<file path="config.mk">
export PLATFORM = sky130hd
export DESIGN_NAME = pfta_top
export DESIGN_NICKNAME = d
export VERILOG_FILES = /design/src/inc/pfta_pkg.sv /design/src/pfta_top.sv
export SDC_FILE = /design/constraint.sdc
export NUM_CORES = 1
export LEC_CHECK = 0
export BUFFER_PORTS_ARGS = -buffer_cell sky130_fd_sc_hd__clkbuf_2
export CAP_MARGIN = 30
export CORE_MARGIN = 3
export CORE_UTILIZATION = 55
export DETAILED_ROUTE_END_ITERATION = 6
export PLACE_DENSITY = 0.72
export SYNTH_ARGS = -nofsm -noshare
export SYNTH_HDL_FRONTEND = slang
export SYNTH_SLANG_ARGS = --single-unit
</file>
<file path="constraint.sdc">
create_clock -name mclk -period 4.41 [get_ports mclk]
set_clock_uncertainty 0.1 [all_clocks]
set_input_delay 0.2205 -clock mclk [delete_from_list [all_inputs] [get_ports mclk]]
set_output_delay 0.2205 -clock mclk [all_outputs]
set_load 0.01 [all_outputs]
</file>
<file path="src/inc/pfta_pkg.sv">
// Shared constants and types for the program flash table access block
package pfta_pkg;
	// Bus geometry
	localparam int BUS_DATA_W = 32;
	localparam int BUS_ADDR_W = 5;
	////////////////////////////////////////////////////////////////////////////////
	// Register byte offsets
	localparam logic [4:0] OFS_FLASH_CONTROL = 5'h00;
	localparam logic [4:0] OFS_FLASH_UNLOCK_KEY = 5'h04;
	localparam logic [4:0] OFS_TABLE_LATCH = 5'h08;
	localparam logic [4:0] OFS_TABLE_POINTER_UPPER = 5'h0C;
	localparam logic [4:0] OFS_TABLE_POINTER_HIGH = 5'h10;
	localparam logic [4:0] OFS_TABLE_POINTER_LOW = 5'h14;
	localparam logic [4:0] OFS_TABLE_OP = 5'h18;
	////////////////////////////////////////////////////////////////////////////////
	// Control register fields and reset
	localparam int CTL_SINGLE_BIT = 5;
	localparam int CTL_ERASE_BIT = 4;
	localparam int CTL_FAULT_BIT = 3;
	localparam int CTL_ENABLE_BIT = 2;
	localparam int CTL_START_BIT = 1;
	localparam logic CTL_FIELD_RESET = 1'h0;
	// Table op register fields
	localparam int OP_MODE_LSB = 0;
	localparam int OP_STORE_BIT = 2;
	// Unlock key values
	localparam logic [7:0] KEY_FIRST = 8'h55;
	localparam logic [7:0] KEY_SECOND = 8'hAA;
	////////////////////////////////////////////////////////////////////////////////
	// Pointer and array geometry
	localparam int PTR_W = 22;
	localparam int SPACE_W = 21;
	localparam int HOLD_COUNT = 64;
	localparam int HOLD_IDX_W = 6;
	localparam int ROW_LSB = 6;
	localparam int BLOCK_LSB = 10;
	localparam logic [21:0] PTR_RESET = 22'h000000;
	localparam logic [7:0] BYTE_RESET = 8'h00;
	////////////////////////////////////////////////////////////////////////////////
	// Programming timer
	localparam int CLK_PERIOD_NS = 8;
	localparam int PROG_TIME_NS = 10000;
	localparam int ERASE_TIME_NS = 100000;
	localparam int PROG_CYCLES_DEF = (PROG_TIME_NS + CLK_PERIOD_NS - 1) / CLK_PERIOD_NS;
	localparam int ERASE_CYCLES_DEF = (ERASE_TIME_NS + CLK_PERIOD_NS - 1) / CLK_PERIOD_NS;
	////////////////////////////////////////////////////////////////////////////////
	// Pointer update modes
	typedef enum logic [1:0] {
		PFTA_PTR_KEEP = 2'h0,
		PFTA_PTR_POST_INC = 2'h1,
		PFTA_PTR_POST_DEC = 2'h2,
		PFTA_PTR_PRE_INC = 2'h3
	} pfta_ptr_mode_type;
	// Sequencer states
	typedef enum logic [2:0] {
		PFTA_IDLE = 3'h0,
		PFTA_READ_ISSUE = 3'h1,
		PFTA_READ_WAIT = 3'h2,
		PFTA_READ_TAKE = 3'h3,
		PFTA_PROGRAM = 3'h4,
		PFTA_ERASE = 3'h5,
		PFTA_TIMED = 3'h6
	} pfta_state_type;
	// Request to the flash array
	typedef struct packed {
		logic [21:0] addr;
		logic rd;
		logic wr;
		logic [7:0] wdata;
		logic erase;
	} pfta_mem_req_type;
endpackage : pfta_pkg

</file>
<file path="src/pfta_top.sv">
// Program flash table access: registers, table ops and self-timed program/erase
//
// The placing of the registers and the Avalon-MM slave port were chosen for this implementation.
`timescale 1ns/1ps
////////////////////////////////////////////////////////////////////////////////
module pfta_top import pfta_pkg::*; #(
	parameter int PROG_CYCLES = PROG_CYCLES_DEF,
	parameter int ERASE_CYCLES = ERASE_CYCLES_DEF
) (
	// Clock and resets
	input wire logic mclk,
	input wire logic arst_n,
	input wire logic core_reset,
	// Avalon-MM slave
	input wire logic [BUS_ADDR_W-1:0] address,
	input wire logic read,
	input wire logic write,
	input wire logic [3:0] byteenable,
	input wire logic [BUS_DATA_W-1:0] writedata,
	output logic [BUS_DATA_W-1:0] readdata,
	output logic waitrequest,
	// Flash array
	output pfta_mem_req_type mem_req,
	input wire logic [15:0] mem_rdata,
	// Core halt
	output logic cpu_stall
);
	////////////////////////////////////////////////////////////////////////////////
	// Elaboration checks
	if (PROG_CYCLES < 1 || ERASE_CYCLES < 1) begin : g_bad_timer
		$error("pfta_top: timer counts must be at least one cycle");
	end

	////////////////////////////////////////////////////////////////////////////////
	// State
	pfta_state_type state;
	pfta_state_type next_state;
	logic ctl_single;
	logic ctl_erase;
	logic ctl_fault;
	logic ctl_enable;
	logic ctl_start;
	logic [1:0] key_stage;
	logic [7:0] latch;
	logic [PTR_W-1:0] ptr;
	logic [7:0] hold [HOLD_COUNT];
	pfta_ptr_mode_type fetch_mode;
	logic [HOLD_IDX_W-1:0] prog_idx;
	logic [HOLD_IDX_W-1:0] prog_left;
	logic [31:0] timer;
	logic timed_erase;

	////////////////////////////////////////////////////////////////////////////////
	// Bus decode
	wire req = read | write;
	wire stall = (state != PFTA_IDLE) | ctl_start;
	wire wr_fire = write & ~waitrequest & byteenable[0];
	wire [7:0] wd = writedata[7:0];
	wire hit_ctl = address == OFS_FLASH_CONTROL;
	wire hit_key = address == OFS_FLASH_UNLOCK_KEY;
	wire hit_latch = address == OFS_TABLE_LATCH;
	wire hit_upper = address == OFS_TABLE_POINTER_UPPER;
	wire hit_high = address == OFS_TABLE_POINTER_HIGH;
	wire hit_low = address == OFS_TABLE_POINTER_LOW;
	wire hit_op = address == OFS_TABLE_OP;
	wire wr_ctl = wr_fire & hit_ctl;
	wire wr_key = wr_fire & hit_key;
	wire wr_op = wr_fire & hit_op;
	// Launching while stalled is impossible: the bus is held off
	wire next_wait = ~(req & waitrequest & ~stall);

	////////////////////////////////////////////////////////////////////////////////
	// Read mux
	wire [7:0] ctl_view = {2'b00, ctl_single, ctl_erase, ctl_fault, ctl_enable, ctl_start, 1'b0};
	wire [7:0] upper_view = {2'b00, ptr[21:16]};
	wire [7:0] rd_byte = hit_ctl ? ctl_view :
		hit_latch ? latch :
		hit_upper ? upper_view :
		hit_high ? ptr[15:8] :
		hit_low ? ptr[7:0] :
		8'h00;
	wire rd_launch = read & waitrequest & ~stall;

	////////////////////////////////////////////////////////////////////////////////
	// Start, unlock and fault decisions
	wire start_req = wr_ctl & wd[CTL_START_BIT] & ~ctl_start;
	wire unlocked = key_stage == 2'h2;
	wire launch = start_req & ctl_enable & unlocked;
	wire improper = start_req & ~(ctl_enable & unlocked);
	wire [1:0] next_key_stage = wr_key && wd == KEY_FIRST ? 2'h1 :
		wr_key && wd == KEY_SECOND && key_stage == 2'h1 ? 2'h2 :
		wr_fire ? 2'h0 :
		key_stage;
	wire op_done = state == PFTA_TIMED && timer == 32'h1;
	wire erase_done = op_done & timed_erase;

	////////////////////////////////////////////////////////////////////////////////
	// Pointer arithmetic
	function automatic logic [PTR_W-1:0] ptr_step(input logic [PTR_W-1:0] p, input logic up);
		logic [SPACE_W-1:0] low;
		low = up ? p[SPACE_W-1:0] + 21'h000001 : p[SPACE_W-1:0] - 21'h000001;
		ptr_step = {p[PTR_W-1], low};
	endfunction : ptr_step

	function automatic logic [PTR_W-1:0] ptr_post(input logic [PTR_W-1:0] p, input pfta_ptr_mode_type m);
		ptr_post = m == PFTA_PTR_POST_INC ? ptr_step(p, 1'b1) :
			m == PFTA_PTR_POST_DEC ? ptr_step(p, 1'b0) : p;
	endfunction : ptr_post

	wire pfta_ptr_mode_type op_mode = pfta_ptr_mode_type'(wd[OP_MODE_LSB+:2]);
	wire op_store = wr_op & wd[OP_STORE_BIT];
	wire op_fetch = wr_op & ~wd[OP_STORE_BIT];
	wire [PTR_W-1:0] eff_ptr = op_mode == PFTA_PTR_PRE_INC ? ptr_step(ptr, 1'b1) : ptr;
	wire [PTR_W-1:0] next_ptr = wr_fire && hit_upper ? {wd[5:0], ptr[15:0]} :
		wr_fire && hit_high ? {ptr[21:16], wd, ptr[7:0]} :
		wr_fire && hit_low ? {ptr[21:8], wd} :
		op_store ? ptr_post(eff_ptr, op_mode) :
		op_fetch ? eff_ptr :
		state == PFTA_READ_TAKE ? ptr_post(ptr, fetch_mode) :
		ptr;
	wire [7:0] fetched = ptr[0] ? mem_rdata[15:8] : mem_rdata[7:0];
	wire [7:0] next_latch = wr_fire && hit_latch ? wd :
		state == PFTA_READ_TAKE ? fetched :
		latch;

	////////////////////////////////////////////////////////////////////////////////
	// Sequencer
	wire [HOLD_IDX_W-1:0] pair_base = {ptr[ROW_LSB-1:1], 1'b0};
	always_comb begin
		next_state = state;
		unique case (state)
			PFTA_IDLE: begin
				if (launch) begin
					next_state = ctl_erase ? PFTA_ERASE : PFTA_PROGRAM;
				end else if (op_fetch) begin
					next_state = PFTA_READ_ISSUE;
				end
			end
			PFTA_READ_ISSUE: next_state = PFTA_READ_WAIT;
			PFTA_READ_WAIT: next_state = PFTA_READ_TAKE;
			PFTA_READ_TAKE: next_state = PFTA_IDLE;
			PFTA_PROGRAM: begin
				if (prog_left == '0) begin
					next_state = PFTA_TIMED;
				end
			end
			PFTA_ERASE: next_state = PFTA_TIMED;
			PFTA_TIMED: begin
				if (timer == 32'h1) begin
					next_state = PFTA_IDLE;
				end
			end
			default: next_state = PFTA_IDLE;
		endcase
		if (core_reset) begin
			next_state = PFTA_IDLE;
		end
	end

	always_ff @(posedge mclk or negedge arst_n) begin
		if (!arst_n) begin
			state <= PFTA_IDLE;
		end else begin
			state <= next_state;
		end
	end

	////////////////////////////////////////////////////////////////////////////////
	// Bus slave flops
	always_ff @(posedge mclk or negedge arst_n) begin
		if (!arst_n) begin
			waitrequest <= 1'b1;
			readdata <= '0;
		end else begin
			waitrequest <= next_wait;
			readdata <= rd_launch ? {24'h000000, rd_byte} : readdata;
		end
	end

	////////////////////////////////////////////////////////////////////////////////
	// Control register
	always_ff @(posedge mclk or negedge arst_n) begin
		if (!arst_n) begin
			ctl_single <= CTL_FIELD_RESET;
			ctl_erase <= CTL_FIELD_RESET;
			ctl_enable <= CTL_FIELD_RESET;
			ctl_fault <= CTL_FIELD_RESET;
			ctl_start <= CTL_FIELD_RESET;
			key_stage <= 2'h0;
		end else if (core_reset) begin
			// Fault flag deliberately survives so an aborted cycle stays visible
			ctl_single <= CTL_FIELD_RESET;
			ctl_erase <= CTL_FIELD_RESET;
			ctl_enable <= CTL_FIELD_RESET;
			ctl_start <= CTL_FIELD_RESET;
			key_stage <= 2'h0;
		end else begin
			ctl_single <= wr_ctl ? wd[CTL_SINGLE_BIT] : ctl_single;
			ctl_erase <= wr_ctl ? wd[CTL_ERASE_BIT] : (erase_done ? 1'b0 : ctl_erase);
			ctl_enable <= wr_ctl ? wd[CTL_ENABLE_BIT] : ctl_enable;
			ctl_fault <= (launch | improper) ? 1'b1 :
				op_done ? 1'b0 :
				wr_ctl ? wd[CTL_FAULT_BIT] : ctl_fault;
			ctl_start <= launch ? 1'b1 : (op_done ? 1'b0 : ctl_start);
			key_stage <= next_key_stage;
		end
	end

	////////////////////////////////////////////////////////////////////////////////
	// Latch, pointer and fetch mode
	always_ff @(posedge mclk or negedge arst_n) begin
		if (!arst_n) begin
			latch <= BYTE_RESET;
			ptr <= PTR_RESET;
			fetch_mode <= PFTA_PTR_KEEP;
		end else begin
			latch <= next_latch;
			ptr <= next_ptr;
			fetch_mode <= op_fetch ? op_mode : fetch_mode;
		end
	end

	////////////////////////////////////////////////////////////////////////////////
	// Holding registers, never cleared by programming
	for (genvar i = 0; i < HOLD_COUNT; i++) begin : g_hold
		wire hit = op_store && eff_ptr[HOLD_IDX_W-1:0] == HOLD_IDX_W'(i);
		always_ff @(posedge mclk or negedge arst_n) begin
			if (!arst_n) begin
				hold[i] <= BYTE_RESET;
			end else begin
				hold[i] <= hit ? latch : hold[i];
			end
		end
	end

	////////////////////////////////////////////////////////////////////////////////
	// Program walk and timer
	always_ff @(posedge mclk or negedge arst_n) begin
		if (!arst_n) begin
			prog_idx <= '0;
			prog_left <= '0;
			timer <= 32'h0;
			timed_erase <= 1'b0;
		end else begin
			if (launch) begin
				prog_idx <= ctl_single ? pair_base : '0;
				prog_left <= ctl_single ? HOLD_IDX_W'(1) : HOLD_IDX_W'(HOLD_COUNT - 1);
				timed_erase <= ctl_erase;
			end else if (state == PFTA_PROGRAM) begin
				prog_idx <= prog_idx + HOLD_IDX_W'(1);
				prog_left <= prog_left - HOLD_IDX_W'(1);
			end
			if (state == PFTA_PROGRAM && next_state == PFTA_TIMED) begin
				timer <= 32'(PROG_CYCLES);
			end else if (state == PFTA_ERASE && next_state == PFTA_TIMED) begin
				timer <= 32'(ERASE_CYCLES);
			end else if (state == PFTA_TIMED) begin
				timer <= timer - 32'h1;
			end
		end
	end

	////////////////////////////////////////////////////////////////////////////////
	// Flash array request, one cycle behind the sequencer
	wire [PTR_W-1:0] prog_addr = {ptr[PTR_W-1:ROW_LSB], prog_idx};
	wire [PTR_W-1:0] erase_addr = {ptr[PTR_W-1:BLOCK_LSB], 10'h000};
	wire in_prog = state == PFTA_PROGRAM;
	wire in_erase = state == PFTA_ERASE;
	wire in_read = state == PFTA_READ_ISSUE;
	wire [PTR_W-1:0] next_mem_addr = in_prog ? prog_addr :
		in_erase ? erase_addr :
		in_read ? ptr : mem_req.addr;

	always_ff @(posedge mclk or negedge arst_n) begin
		if (!arst_n) begin
			mem_req <= '0;
			cpu_stall <= 1'b0;
		end else begin
			mem_req.addr <= next_mem_addr;
			mem_req.rd <= in_read & ~core_reset;
			mem_req.wr <= in_prog & ~core_reset;
			mem_req.wdata <= hold[prog_idx];
			mem_req.erase <= in_erase & ~core_reset;
			cpu_stall <= next_state == PFTA_PROGRAM || next_state == PFTA_ERASE || next_state == PFTA_TIMED;
		end
	end
endmodule : pfta_top

</file>
==> results list, run 1 <==
- The total area inside the core boundary comes to 57900 µm².
* Simple-gate share of the synthesized area: around 8.7%
* Overflow after GRT: 0
* Power per Cell Area: approximately 390 nW/µm²
- Setup slack on the worst reg-to-reg path comes out at around 780 ps.
- H-tree levels: 3
* Number of DRC markers in iteration 0: between 1.5k and 2k
- Leading cell types in the layout, fill and taps excluded: sky130_fd_sc_hd__dfrtp_1, sky130_fd_sc_hd__mux2_2, sky130_fd_sc_hd__mux4_2
- At the worst endpoint, the arrival time is 4030 ps.
* Clock slew at reported path FFs: around 60 ps
- Dividing the detail-routed wire length by the instance count gives 25.8 µm.
- The number of failing hold endpoints at the final stage came to 0.
- Total area of multi-input combinational cells: 15300 µm²
- The slowest stage of the critical path is the sky130_fd_sc_hd__or4b_1 cell.
* Share of final-layout standard cells stronger than drive strength 1: ~40%
* Ys async rst share: between 90% and 100%
* Total power of the final layout: ~14000 µW
- HPWL after detailed placement: ~58000 µm
- Critical path's top delay family: simple AND/OR/NAND/NOR gates
* Setup bufs post-CTS: 0
- Pin placement for this block handled approximately 130 I/O pins.
- For the final routed database, the setup TNS stands at 0 ps.
- The synthesized design contains 0 enable-type register cells.
* Outcome: finished with violations
- Leaving out fill and tap cells, the most frequent cell in the layout is sky130_fd_sc_hd__dfrtp_1.
* Final weighted congestion in routability-driven placement: roughly 0.98
* Sequential-to-total area share from yosys stat: between 40% and 50%
* Min-Delay Path Class: input pin to register
- The tree is rooted in a sky130_fd_sc_hd__clkbuf_16.
* Maximum number of pins on one net before global-route repair: roughly 120
- Summing the areas of all xor and xnor instances in the mapped netlist gives around 1.9% of the synthesized area.
* Num CTS Buffers: 69
- Together, buffers and inverters on the worst path number 1.
* CP cell instances: ha_1, inv_2, nor4_1, o32ai_1, or3_1, nor3_1, or4b_1, mux2i_1, o21ai_1
- Compound-gate portion of the synthesized area: roughly 5.5%
- Routed Wire Length: 87100 µm
- Final period util: between 80 and 90%
- Measured along the y axis, the die boundary spans ~250 µm.
- Setup violations remaining at the end of the flow were counted as 0.
- Violations in the final reports: design-rule violations
- The first TritonRoute pass finished after 7 iterations.
- Using the TritonRoute via totals, the vias-per-cell ratio works out to roughly 6.5.
* Largest family of logic cells by synthesized area: multiplexers
* Seq cells post-synth: between 600 and 700
- Post-Synthesis Mean Instance Area: 13.1 µm²
- Measured against its own limit, the worst slew margin works out to between 20% and 30%.
- Net count, final: approximately 2.6k
- The floorplan has slightly below 90 rows.
- STA classifies the critical path endpoint as a register.
- Worst-margin pin slew: around 1100 ps
- In this run, distinct cell masters in the synthesized netlist total between 80 and 90.
* Final worst path period need: approximately 3600 ps
- Vias after detailed routing: 21.9k
* Number of max-cap violations: 0
- Relative to the synthesized area, the layout overhead comes to 12.1%.
- Slowest cell delay on critical path: approximately 500 ps
- Largest fanout on the critical path: 9
* First-pass GRT wire length: 135000 µm
- FILL cells: about 4.3k
- Layout Utilization: between 60% and 70%
- Number of antenna violations at the first check in global routing: 1
- The die covers just over 60000 µm².
- Post-route ant nets: 0
- Number of port buffers: 77
- During synthesis, Yosys emitted a total of 0 warnings.
* CP startpoint kind: register
- The via count of the first global-routing pass is between 20k and 25k.
* Antenna Diode Count: 0
- The critical path is of the register to register type.
- Max-slew violation total from the final report: 0
- Global-route usage over all layers: between 20% and 30%
- Setup repair after global routing left no endpoint under its margin.
- The portion of synthesized area spent on multiplexers is 30.5%.
- Required @ worst endpoint: 4810 ps
- Synthesized instance count: 2465
- IR analysis of the VDD net gives a maximum drop of 0.000719 V.
- Leakage Power: between 0.015 and 0.02 µW
- CTS hold repair buffers: 24
* Source-to-sink clock delay at the later pin of the worst-skew pair: roughly 630 ps
- After Yosys synthesis, full adders, half adders and majority gates account for 0.496% of the synthesized area.
- Initial Utilization: between 50% and 60%
- The cell area that synthesis handed to floorplanning was between 30000 and 40000 µm².
- After layout, the worst setup slack is roughly 780 ps.
- Post-route DRC violation count: 1
* Dpl ws: between 900 and 1000 ps
- Num Clock Sinks: ~640
- Derived from the worst setup path, the maximum achievable clock frequency is 275 MHz.
- CTS tree: done
- In the synthesized netlist the dominant register cell turns out to be sky130_fd_sc_hd__dfrtp_1.
- Width of the chip: 248 µm
- Gates resized during post-CTS repair numbered 0.
* Clock Path Buffers: 3
- Area taken by flip-flops and latches: between 15000 and 20000 µm²
## worst register-to-register path: cells and delay by family (launching register included)
kind,cells,cell delay [ps]
AOI/OAI and AO/OA,2,370
adders and majority gates,1,420
buffers and inverters,1,210
DFF,1,460
muxes,1,250
and+or+nand+nor,4,1720
## final timing paths
kind                            cells past startpoint         start     endpoint
max in group asynchronous                           3        arst_n    hold[176]
worst max-delay path                                9        ptr[1]      ptr[20]
min in group asynchronous                           2        arst_n    hold[318]
worst min register to register                      2   mem_req[22]  mem_req[22]
worst min-delay path                                3  writedata[0]       ptr[0]
worst max register to register                      9        ptr[1]      ptr[20]
## registers in the layout (all words and copies together), names as in the netlist, 2 cells and up
signal      cells
fetch_mode      2
hold          512
key_stage       2
latch           8
mem_req        33
prog_idx        6
prog_left       6
ptr            22
readdata        8
state           3
timer          32
## stage by stage
stage	std cells	hold slack [ps]	cell area [µm²]
finish	3371	41.3	36200
global route	3371	55.5	36200
CTS	3371	3.05	36200
detailed placement	3225	299	33700
global placement	3224	289	33700
floorplan	2488	-175	32400
## where the power goes
part / leakage (µW) / internal [µW] / switching, µW
sequential: 0.00867 / 6080 / 371
clock: 0.00110 / 3280 / 2410
combinational: 0.00676 / 597 / 1530
## cell type report
cell class                 instances  area share (%)
timing repair buffer             202            4.16
clock buffer                     100            5.62
inverter                          24           0.249
sequential                       642            44.4
clock inverter                    22           0.480
multi-input combinational       1616            42.4
tap                              765            2.64
## layer usage
| metal | vias up | GRT usage (%) | part of all wire [%] |
|---|---|---|---|
| met3 | 211 | 5.50 | 7.0 |
| met2 | 852 | 45.9 | 47 |
| met4 | 2 | 10.4 | 3.6 |
| met1 | 11476 | 39.6 | 42 |
| met5 | - | 0 | 0.015 |
| li1 | 9314 | - | - |
## logic make-up (layout without fill, tap and decap cells)
group,Yosys count,in the layout
compound gates,279,279
xor+xnor,71,71
fa+ha+maj,13,13
buf+inv,230,348
flops,642,642
mux,709,709
other cells,1,24
simple gates,520,520
## synthesized netlist by cell type, types with 29 or more instances
| cell | instances | area, µm² |
|---|---|---|
| sky130_fd_sc_hd__nand4_1 | 29 | 181 |
| sky130_fd_sc_hd__nand3_1 | 35 | 175 |
| sky130_fd_sc_hd__nand2_1 | 129 | 484 |
| sky130_fd_sc_hd__nor3_1 | 35 | 175 |
| sky130_fd_sc_hd__dfrtp_1 | 641 | 16000 |
| sky130_fd_sc_hd__o21ai_0 | 85 | 425 |
| sky130_fd_sc_hd__a21oi_1 | 65 | 325 |
| sky130_fd_sc_hd__clkbuf_1 | 137 | 514 |
| sky130_fd_sc_hd__mux4_2 | 168 | 3780 |
| sky130_fd_sc_hd__buf_1 | 31 | 116 |
| sky130_fd_sc_hd__nor2_1 | 120 | 450 |
| sky130_fd_sc_hd__xnor2_1 | 49 | 429 |
| sky130_fd_sc_hd__mux2_2 | 518 | 5830 |
Power figures use the tool's default switching activity.
==> run 2: changes to the inputs <==
==> constraint.sdc (replaced) <==
create_clock -name mclk -period 3.6 [get_ports mclk]
set_clock_uncertainty 0.1 [all_clocks]
set_input_delay 0.18 -clock mclk [delete_from_list [all_inputs] [get_ports mclk]]
set_output_delay 0.18 -clock mclk [all_outputs]
set_load 0.01 [all_outputs]
==> run 2 against run 1 <==
Effect of this change:
- register-to-register slack lost 530 ps
- critical path type unchanged
- critical path depth rose by 1
- global-route usage is 0.33 points lower
- clock power rose by 25%
- largest power group unchanged
- die area did not move
- largest cell class unchanged
- final cell count up 1.1%
- combinational power is 22% higher
- clock-buffer cell count up 2
- the run now ends clean
==> results list, run 2 (synthesis gave the netlist of run 1 again) <==
* Outcome: completed
- Of all nets on the critical path, the largest fanout is 9.
- Routed length on met2: 40900 µm
- The number of slew-limit violations in the final report came to 0.
* Global-route usage over all layers: approximately 28%
* Worst-margin pin slew: between 900 and 1000 ps
* Launch point of the worst reg-to-reg path: ptr[1]
- The clock network burns between 40% and 50% of the power.
- FP Rows: roughly 90
- Dividing the detail-routed wire length by the instance count gives 25.1 µm.
- The clock period could shrink to roughly 3400 ps.
- Cell-internal power: around 12000 µW
- Ranked by flip-flop count, first place goes to hold.
- Net switching is between 20 and 30% of the power.
* RSZ-0062 raised after global routing: no
* Height of the die: about 250 µm
- Summing over every cut layer, the via total after detailed routing is between 20k and 25k.
* Number of DRC markers in iteration 0: around 1.9k
* Net count, final: roughly 2.7k
- Clock slew at reported path FFs: roughly 60 ps
- Crit path setup slack, layout: roughly 240 ps
- Buffers inserted during clock tree synthesis total 69.
- Net switching power of the design: around 5200 µW
- Power per Cell Area: between 400 and 500 nW/µm²
- Port buffering added 77 buffers.
- The path class of the tightest hold or removal check is input pin to register.
* Final weighted congestion in routability-driven placement: 1.00
- The startpoint identified for the worst hold timing path is address[3].
* DR pass1 iterations: 6
- The path with the worst hold slack has its endpoint at key_stage[0].
* Slowest cell delay on critical path: ~500 ps
- The number of buffers and inverters on the critical path is 1.
- The total overflow left after global routing is 0.
- Root cell of the clock tree: sky130_fd_sc_hd__clkbuf_16
- Portion of total power attributed to sequential cells: between 40% and 50%
* Floorplan core area: approximately 58000 µm²
- Critical path's top delay family: simple AND/OR/NAND/NOR gates
- The die is between 200 and 250 µm wide.
- Measured against its own limit, the worst slew margin works out to a little under two fifths.
* Critical path data arrival time: roughly 3800 ps
- Across the run, the number of max-cap violations was 0.
- Via count of the first global-routing pass: around 23k
- Across all register-to-register paths, the minimum setup slack is roughly 240 ps.
- The routed design uses around 5600 µm of met3 wire.
- Of the available clock period, the critical path in the final layout requires between 90% and 100%.
* Source-to-sink clock delay at the later pin of the worst-skew pair: 600 ps
* Initial Utilization: approximately 56%
- In this run the critical register-to-register path is captured at ptr[17].
- Regs by FF count: hold (512), mem_req (33), timer (32)
* Final sum of negative setup slack: 0 ps
* Most common cell after layout, fill and taps aside: sky130_fd_sc_hd__dfrtp_1
* Max Fclk: slightly below 300 MHz
- After legalization and detailed placement, the total HPWL measured between 50000 and 60000 µm.
- STA classifies the critical path endpoint as a register.
- Num Clock Sinks: between 600 and 700
- Top-level I/O count: between 100 and 150
- Routed Wire Length: around 86000 µm
- CP startpoint kind: register
- After detailed routing, no signal wire sits above met5.
* Total setup violations reported at the end of the flow: 0
* Metal1 wirelength: around 36000 µm
- Compared with the post-synthesis result, the final layout area differs by 13.4%.
- Number of antenna violations at the first check in global routing: 5
- Classification of the worst setup path: register to register
* Clock Path Buffers: 3
* Share of final-layout standard cells stronger than drive strength 1: 40.9%
* Die area: roughly 60000 µm²
- The register with the most flip-flops in the layout has ~510 of them.
- The count of nets left with antenna violations once routing finished came out at 0.
* Number of failing hold endpoints at the final stage: 0
- Along the worst hold path, the cell count comes to 5.
- The worst-case IR drop observed on VDD is between 0.0005 and 0.0006 V.
* Crit-path slowest cell: sky130_fd_sc_hd__nor4_1
* CP cell instances: ha_1, nand3b_1, nor4_2, o32ai_1, or3_1, nor4_1, buf_4, o211ai_1, o31ai_1, a21o_1
- Combinational cells account for 14.6% of the total power.
- Maximum number of pins on one net before global-route repair: 109
- In this run the static leakage power is roughly 0.017 µW.
- TritonCTS built the clock tree.
- Total power of the final layout: ~18000 µW
- Using the TritonRoute via totals, the vias-per-cell ratio works out to ~6.4.
* Required @ worst endpoint: around 4000 ps
- H-tree levels: 3
* Setup bufs post-CTS: 0
* FILL cells: about 4.2k
- Dpl ws: just under 200 ps
- The worst register-to-register path has a depth of 10.
* First-pass GRT wire length: 134000 µm
- Leaving out fill and tap cells, the most frequent cells in the layout are sky130_fd_sc_hd__dfrtp_1, sky130_fd_sc_hd__mux2_2, sky130_fd_sc_hd__mux4_2.
- In the routed design, unresolved DRC markers number 0.
-- run 2: cell count changes in the layout (fill, tap and decap cells not counted), sizes merged, moves of 3 or more --
cell,delta
buf,+40
bufinv,+4
clkinv,-4
inv,-3
-- run 2: area by class of cell --
class | count | area (µm²) | area share [%]
clock inverter | 18 | 251 | 0.687
sequential | 642 | 16100 | 43.9
timing repair buffer | 240 | 1860 | 5.08
multi-input combinational | 1616 | 15400 | 41.9
antenna | 2 | 5.00 | 0.0137
tap | 765 | 957 | 2.61
clock buffer | 102 | 2010 | 5.49
inverter | 24 | 90.1 | 0.246
-- run 2: power groups by stage --
| stage | Clock (µW) | Sequential [µW] | Combinational [µW] |
|---|---|---|---|
| floorplan | 0 | 7770 | 1590 |
| global placement | 0 | 8140 | 2310 |
| detailed placement | 0 | 8100 | 2470 |
| CTS | 7280 | 7980 | 2550 |
| global route | 7550 | 8030 | 2800 |
| finish | 7130 | 8000 | 2590 |
-- run 2: worst max-delay path by stage --
stage           start   endpoint  slack (ps)  cells past startpoint
2_1_floorplan  ptr[0]    ptr[20]         170                     13
3_3_place_gp   ptr[1]   hold[39]         300                      8
3_5_place_dp   ptr[1]   hold[37]         190                      8
4_1_cts        ptr[1]  hold[130]         170                      8
5_1_grt        ptr[1]    ptr[20]          40                      9
6_report       ptr[1]    ptr[17]         240                     10
-- run 2: per-stage QoR --
stage / hold WS [ps] / utilization (%) / cell area (µm²) / instances
after global routing: 56.2 / 63.2 / 36600 / 3407
after detailed placement: 229 / 58.9 / 34100 / 3265
after CTS: 27.9 / 63.2 / 36600 / 3407
final: 64.4 / 63.2 / 36600 / 3409
after floorplan: -216 / - / 32400 / 2488
after global placement: 216 / 58.9 / 34100 / 3263
-- run 2: tightest hold or removal path, cell delays in order --
cell and delay (ps):
sky130_fd_sc_hd__clkbuf_2 130, sky130_fd_sc_hd__nor4_1 80, sky130_fd_sc_hd__nand3_1 110, sky130_fd_sc_hd__nand3b_1 140, sky130_fd_sc_hd__a21oi_1 70
-- run 2: timing repair --
| action | CTS | global route |
|---|---|---|
| endpoints found under the hold margin | 130 | 0 |
| resized for setup | 0 | 2 |
| hold buffers | 22 | 0 |
| setup endpoints to repair | 0 | 64 |
-- run 2: routing by layer --
layer,track usage [%],vias to the layer above
met5,0,-
met4,9.95,2
met3,5.68,199
met2,45.7,795
met1,38.8,11365
li1,-,9364
==> run 3: changes to the inputs <==
--- a/config.mk
+++ b/config.mk
@@ -11,6 +11,7 @@
 export CORE_UTILIZATION = 55
 export DETAILED_ROUTE_END_ITERATION = 6
 export PLACE_DENSITY = 0.72
+export SETUP_SLACK_MARGIN = 0.4
 export SYNTH_ARGS = -nofsm -noshare
 export SYNTH_HDL_FRONTEND = slang
 export SYNTH_SLANG_ARGS = --single-unit
==> run 3 against run 2 <==
Effect of this change:
- wire length fell by 0.45%
- critical path depth fell by 2
- non-clock buffer count rose by 10
- clock-buffer cell count fell by 11
- critical endpoint is now hold[75]
==> results list, run 3 (synthesis gave the netlist of run 1 again) <==
- Final worst path period need: 3240 ps
- Beginning of the critical path: waitrequest
- Launch point of the worst reg-to-reg path: waitrequest
- Width of the chip: roughly 250 µm
* Switching share of power: just under 30%
- Overflow after GRT: 0
- Input and output buffers added on the ports amount to 77.
- Max Fclk: 309 MHz
* Largest register by flop count: hold
* Net switching power of the design: between 5000 and 6000 µW
- Power per Cell Area: between 400 and 500 nW/µm²
- First-pass GRT wire length: between 100000 and 150000 µm
* CTS tree: done
- RSZ-0062 raised after global routing: yes
- Slowest cell delay on critical path: around 450 ps
* Final weighted congestion in routability-driven placement: a little under 1
- The via count of the first global-routing pass came to 22.4k.
- The worst setup path is launched from a register.
- Total power of the final layout: approximately 18000 µW
* Critical path data arrival time: 3610 ps
- After routing, the total negative slack on setup checks comes to 0 ps.
- CP cell instances: nand3b_1, nor4_4, buf_4, and3_1, nand2_1, nor2_1, buf_4, mux2_2
- The library cells used most frequently in the layout, excluding fill and tap cells, are sky130_fd_sc_hd__dfrtp_1, sky130_fd_sc_hd__mux2_2, sky130_fd_sc_hd__mux4_2.
- Source-to-sink clock delay at the later pin of the worst-skew pair: 600 ps
- Worst VDD drop: 0.000643 V
- The tree is rooted in a sky130_fd_sc_hd__clkbuf_16.
- The clock net in this run drives a total of 642 sinks.
- Critical path endpoint: hold[75]
* Floorplan core area: just under 60000 µm²
- Min-Delay Path Class: input pin to register
* Top-level I/O count: roughly 130
* Net count, final: roughly 2.7k
- The internal portion of the total power is 12800 µW.
* Total setup violations reported at the end of the flow: 0
- Headroom to the max-slew limit came out at between 30% and 40%.
* Most used cell, CP: sky130_fd_sc_hd__buf_4
- Number of failing hold endpoints at the final stage: 0
- Height of the die: approximately 250 µm
- For this block, the initial DRC count from the detailed router was roughly 1.8k.
- The kind of cell with the highest combined delay along the critical path is simple AND/OR/NAND/NOR gates.
* Global-route usage over all layers: between 20 and 30%
- Cells with a size suffix above 1 make up about 42% of the layout.
- Comb power frac: ~15%
- Largest fanout on the critical path: 8
- Worst R2R Path Depth: 8
- For flop-to-flop paths, the worst setup slack is approximately 360 ps.
* Area growth from synthesis to layout: 14.7%
- The H-tree was split into 3 levels.
* Total stage count of the critical path: 8
- HPWL after detailed placement: approximately 60000 µm
* Maximum number of pins on one net before global-route repair: roughly 120
- Die area: about 62000 µm²
* Number of antenna violations at the first check in global routing: 3
* Post-route ant nets: 0
* Portion of total power attributed to sequential cells: between 40% and 50%
- Clock slew at reported path FFs: roughly 60 ps
* Largest register FFs: 512
- Initial Utilization: about 56%
- Crit-path slowest cell: sky130_fd_sc_hd__nor4_4
- FP Rows: 88
- For this run, design rule violations remaining after detail routing come to 0.
- Number of max-cap violations: 0
* Crit. End Element: register
- Data on the critical path is required at its endpoint by roughly 4000 ps.
- Destination of the worst register-to-register timing path: hold[75]
- In this run the static leakage power is between 0.015 and 0.02 µW.
- In the finished design, the share of the clock period the worst path needs comes to between 80% and 90%.
* Classification of the worst setup path: register to register
* Clock share of power: between 40% and 50%
- Detail-routed net length per standard cell: between 20 and 25 µm
- Drt via density: ~6.3
- Leaving out fill and tap cells, the most frequent cell in the layout is sky130_fd_sc_hd__dfrtp_1.
- Regs by FF count: hold (512), mem_req (33), timer (32)
- Max-slew violation total from the final report: 0
- Buffers inserted during clock tree synthesis total 68.
* Vias after detailed routing: roughly 22k
- Outcome: completed
- Routed Wire Length: 85300 µm
- Counting both buffers and inverters, the worst setup path holds a total of 2.
- Clock Path Buffers: 3
- DR pass1 iterations: 7
- At the pin with the least slew margin, the transition time is between 900 and 1000 ps.
run 3: final cells by class:
type,count,area (µm²)
fillers,4211,20900
clock buffers,91,1940
flip-flops and latches,642,16100
well taps,765,957
inverters,24,90.1
clock inverters,29,409
diodes,1,2.50
repair buffers,250,2020
multi-input cells,1616,15500
run 3: power by group through the flow:
stage | combinational [µW] | clock, µW | sequential [µW]
after floorplan | 1590 | 0 | 7770
after global placement | 2070 | 0 | 8340
after detailed placement | 2440 | 0 | 8160
after CTS | 2510 | 7490 | 8030
after global routing | 2900 | 7780 | 8030
final | 2680 | 7350 | 8010
run 3: metal layers:
layer	track usage (%)	share of wire [%]	vias to the layer above
met5	0	0.032	-
li1	-	-	9392
met1	39.2	42	11282
met3	4.71	6.3	171
met4	9.03	3.3	4
met2	45.7	48	757
run 3: worst reg2reg max path, cell delays in order, from the launching register on:
cell and delay [ps]:
sky130_fd_sc_hd__dfstp_2 380, sky130_fd_sc_hd__nand3b_1 370, sky130_fd_sc_hd__nor4_4 450, sky130_fd_sc_hd__buf_4 250, sky130_fd_sc_hd__and3_1 430, sky130_fd_sc_hd__nand2_1 260, sky130_fd_sc_hd__nor2_1 270, sky130_fd_sc_hd__buf_4 240
sky130_fd_sc_hd__mux2_2 350
run 3: how the worst min path moves through the flow:
| stage | start | end | slack (ps) | cells past startpoint |
|---|---|---|---|---|
| after floorplan | arst_n | cpu_stall | -220 | 0 |
| after global placement | arst_n | hold[381] | 220 | 1 |
| after detailed placement | arst_n | hold[373] | 230 | 1 |
| after CTS | writedata[0] | latch[0] | 10 | 4 |
| after global routing | writedata[0] | latch[0] | 70 | 4 |
| final | writedata[0] | latch[0] | 60 | 4 |
run 3: timing repair:
action,CTS,global route
hold endpoints to repair,139,0
setup endpoints to repair,99,374
pin swaps,2,7
hold buffers,24,0
gates resized for setup,4,37
setup buffers,2,7
run 3: metrics by stage:
stage / instance area [µm²] / util [%] / hold slack (ps) / cells / worst slack (ps)
global placement: 34100 / 58.8 / 220 / 3258 / 402
finish: 37000 / 64.0 / 59.6 / 3418 / 361
CTS: 36800 / 63.5 / 12.8 / 3409 / 342
global route: 37000 / 64.0 / 70.1 / 3418 / 376
floorplan: 32400 / - / -216 / 2488 / 475
detailed placement: 34200 / 59.0 / 230 / 3263 / 277
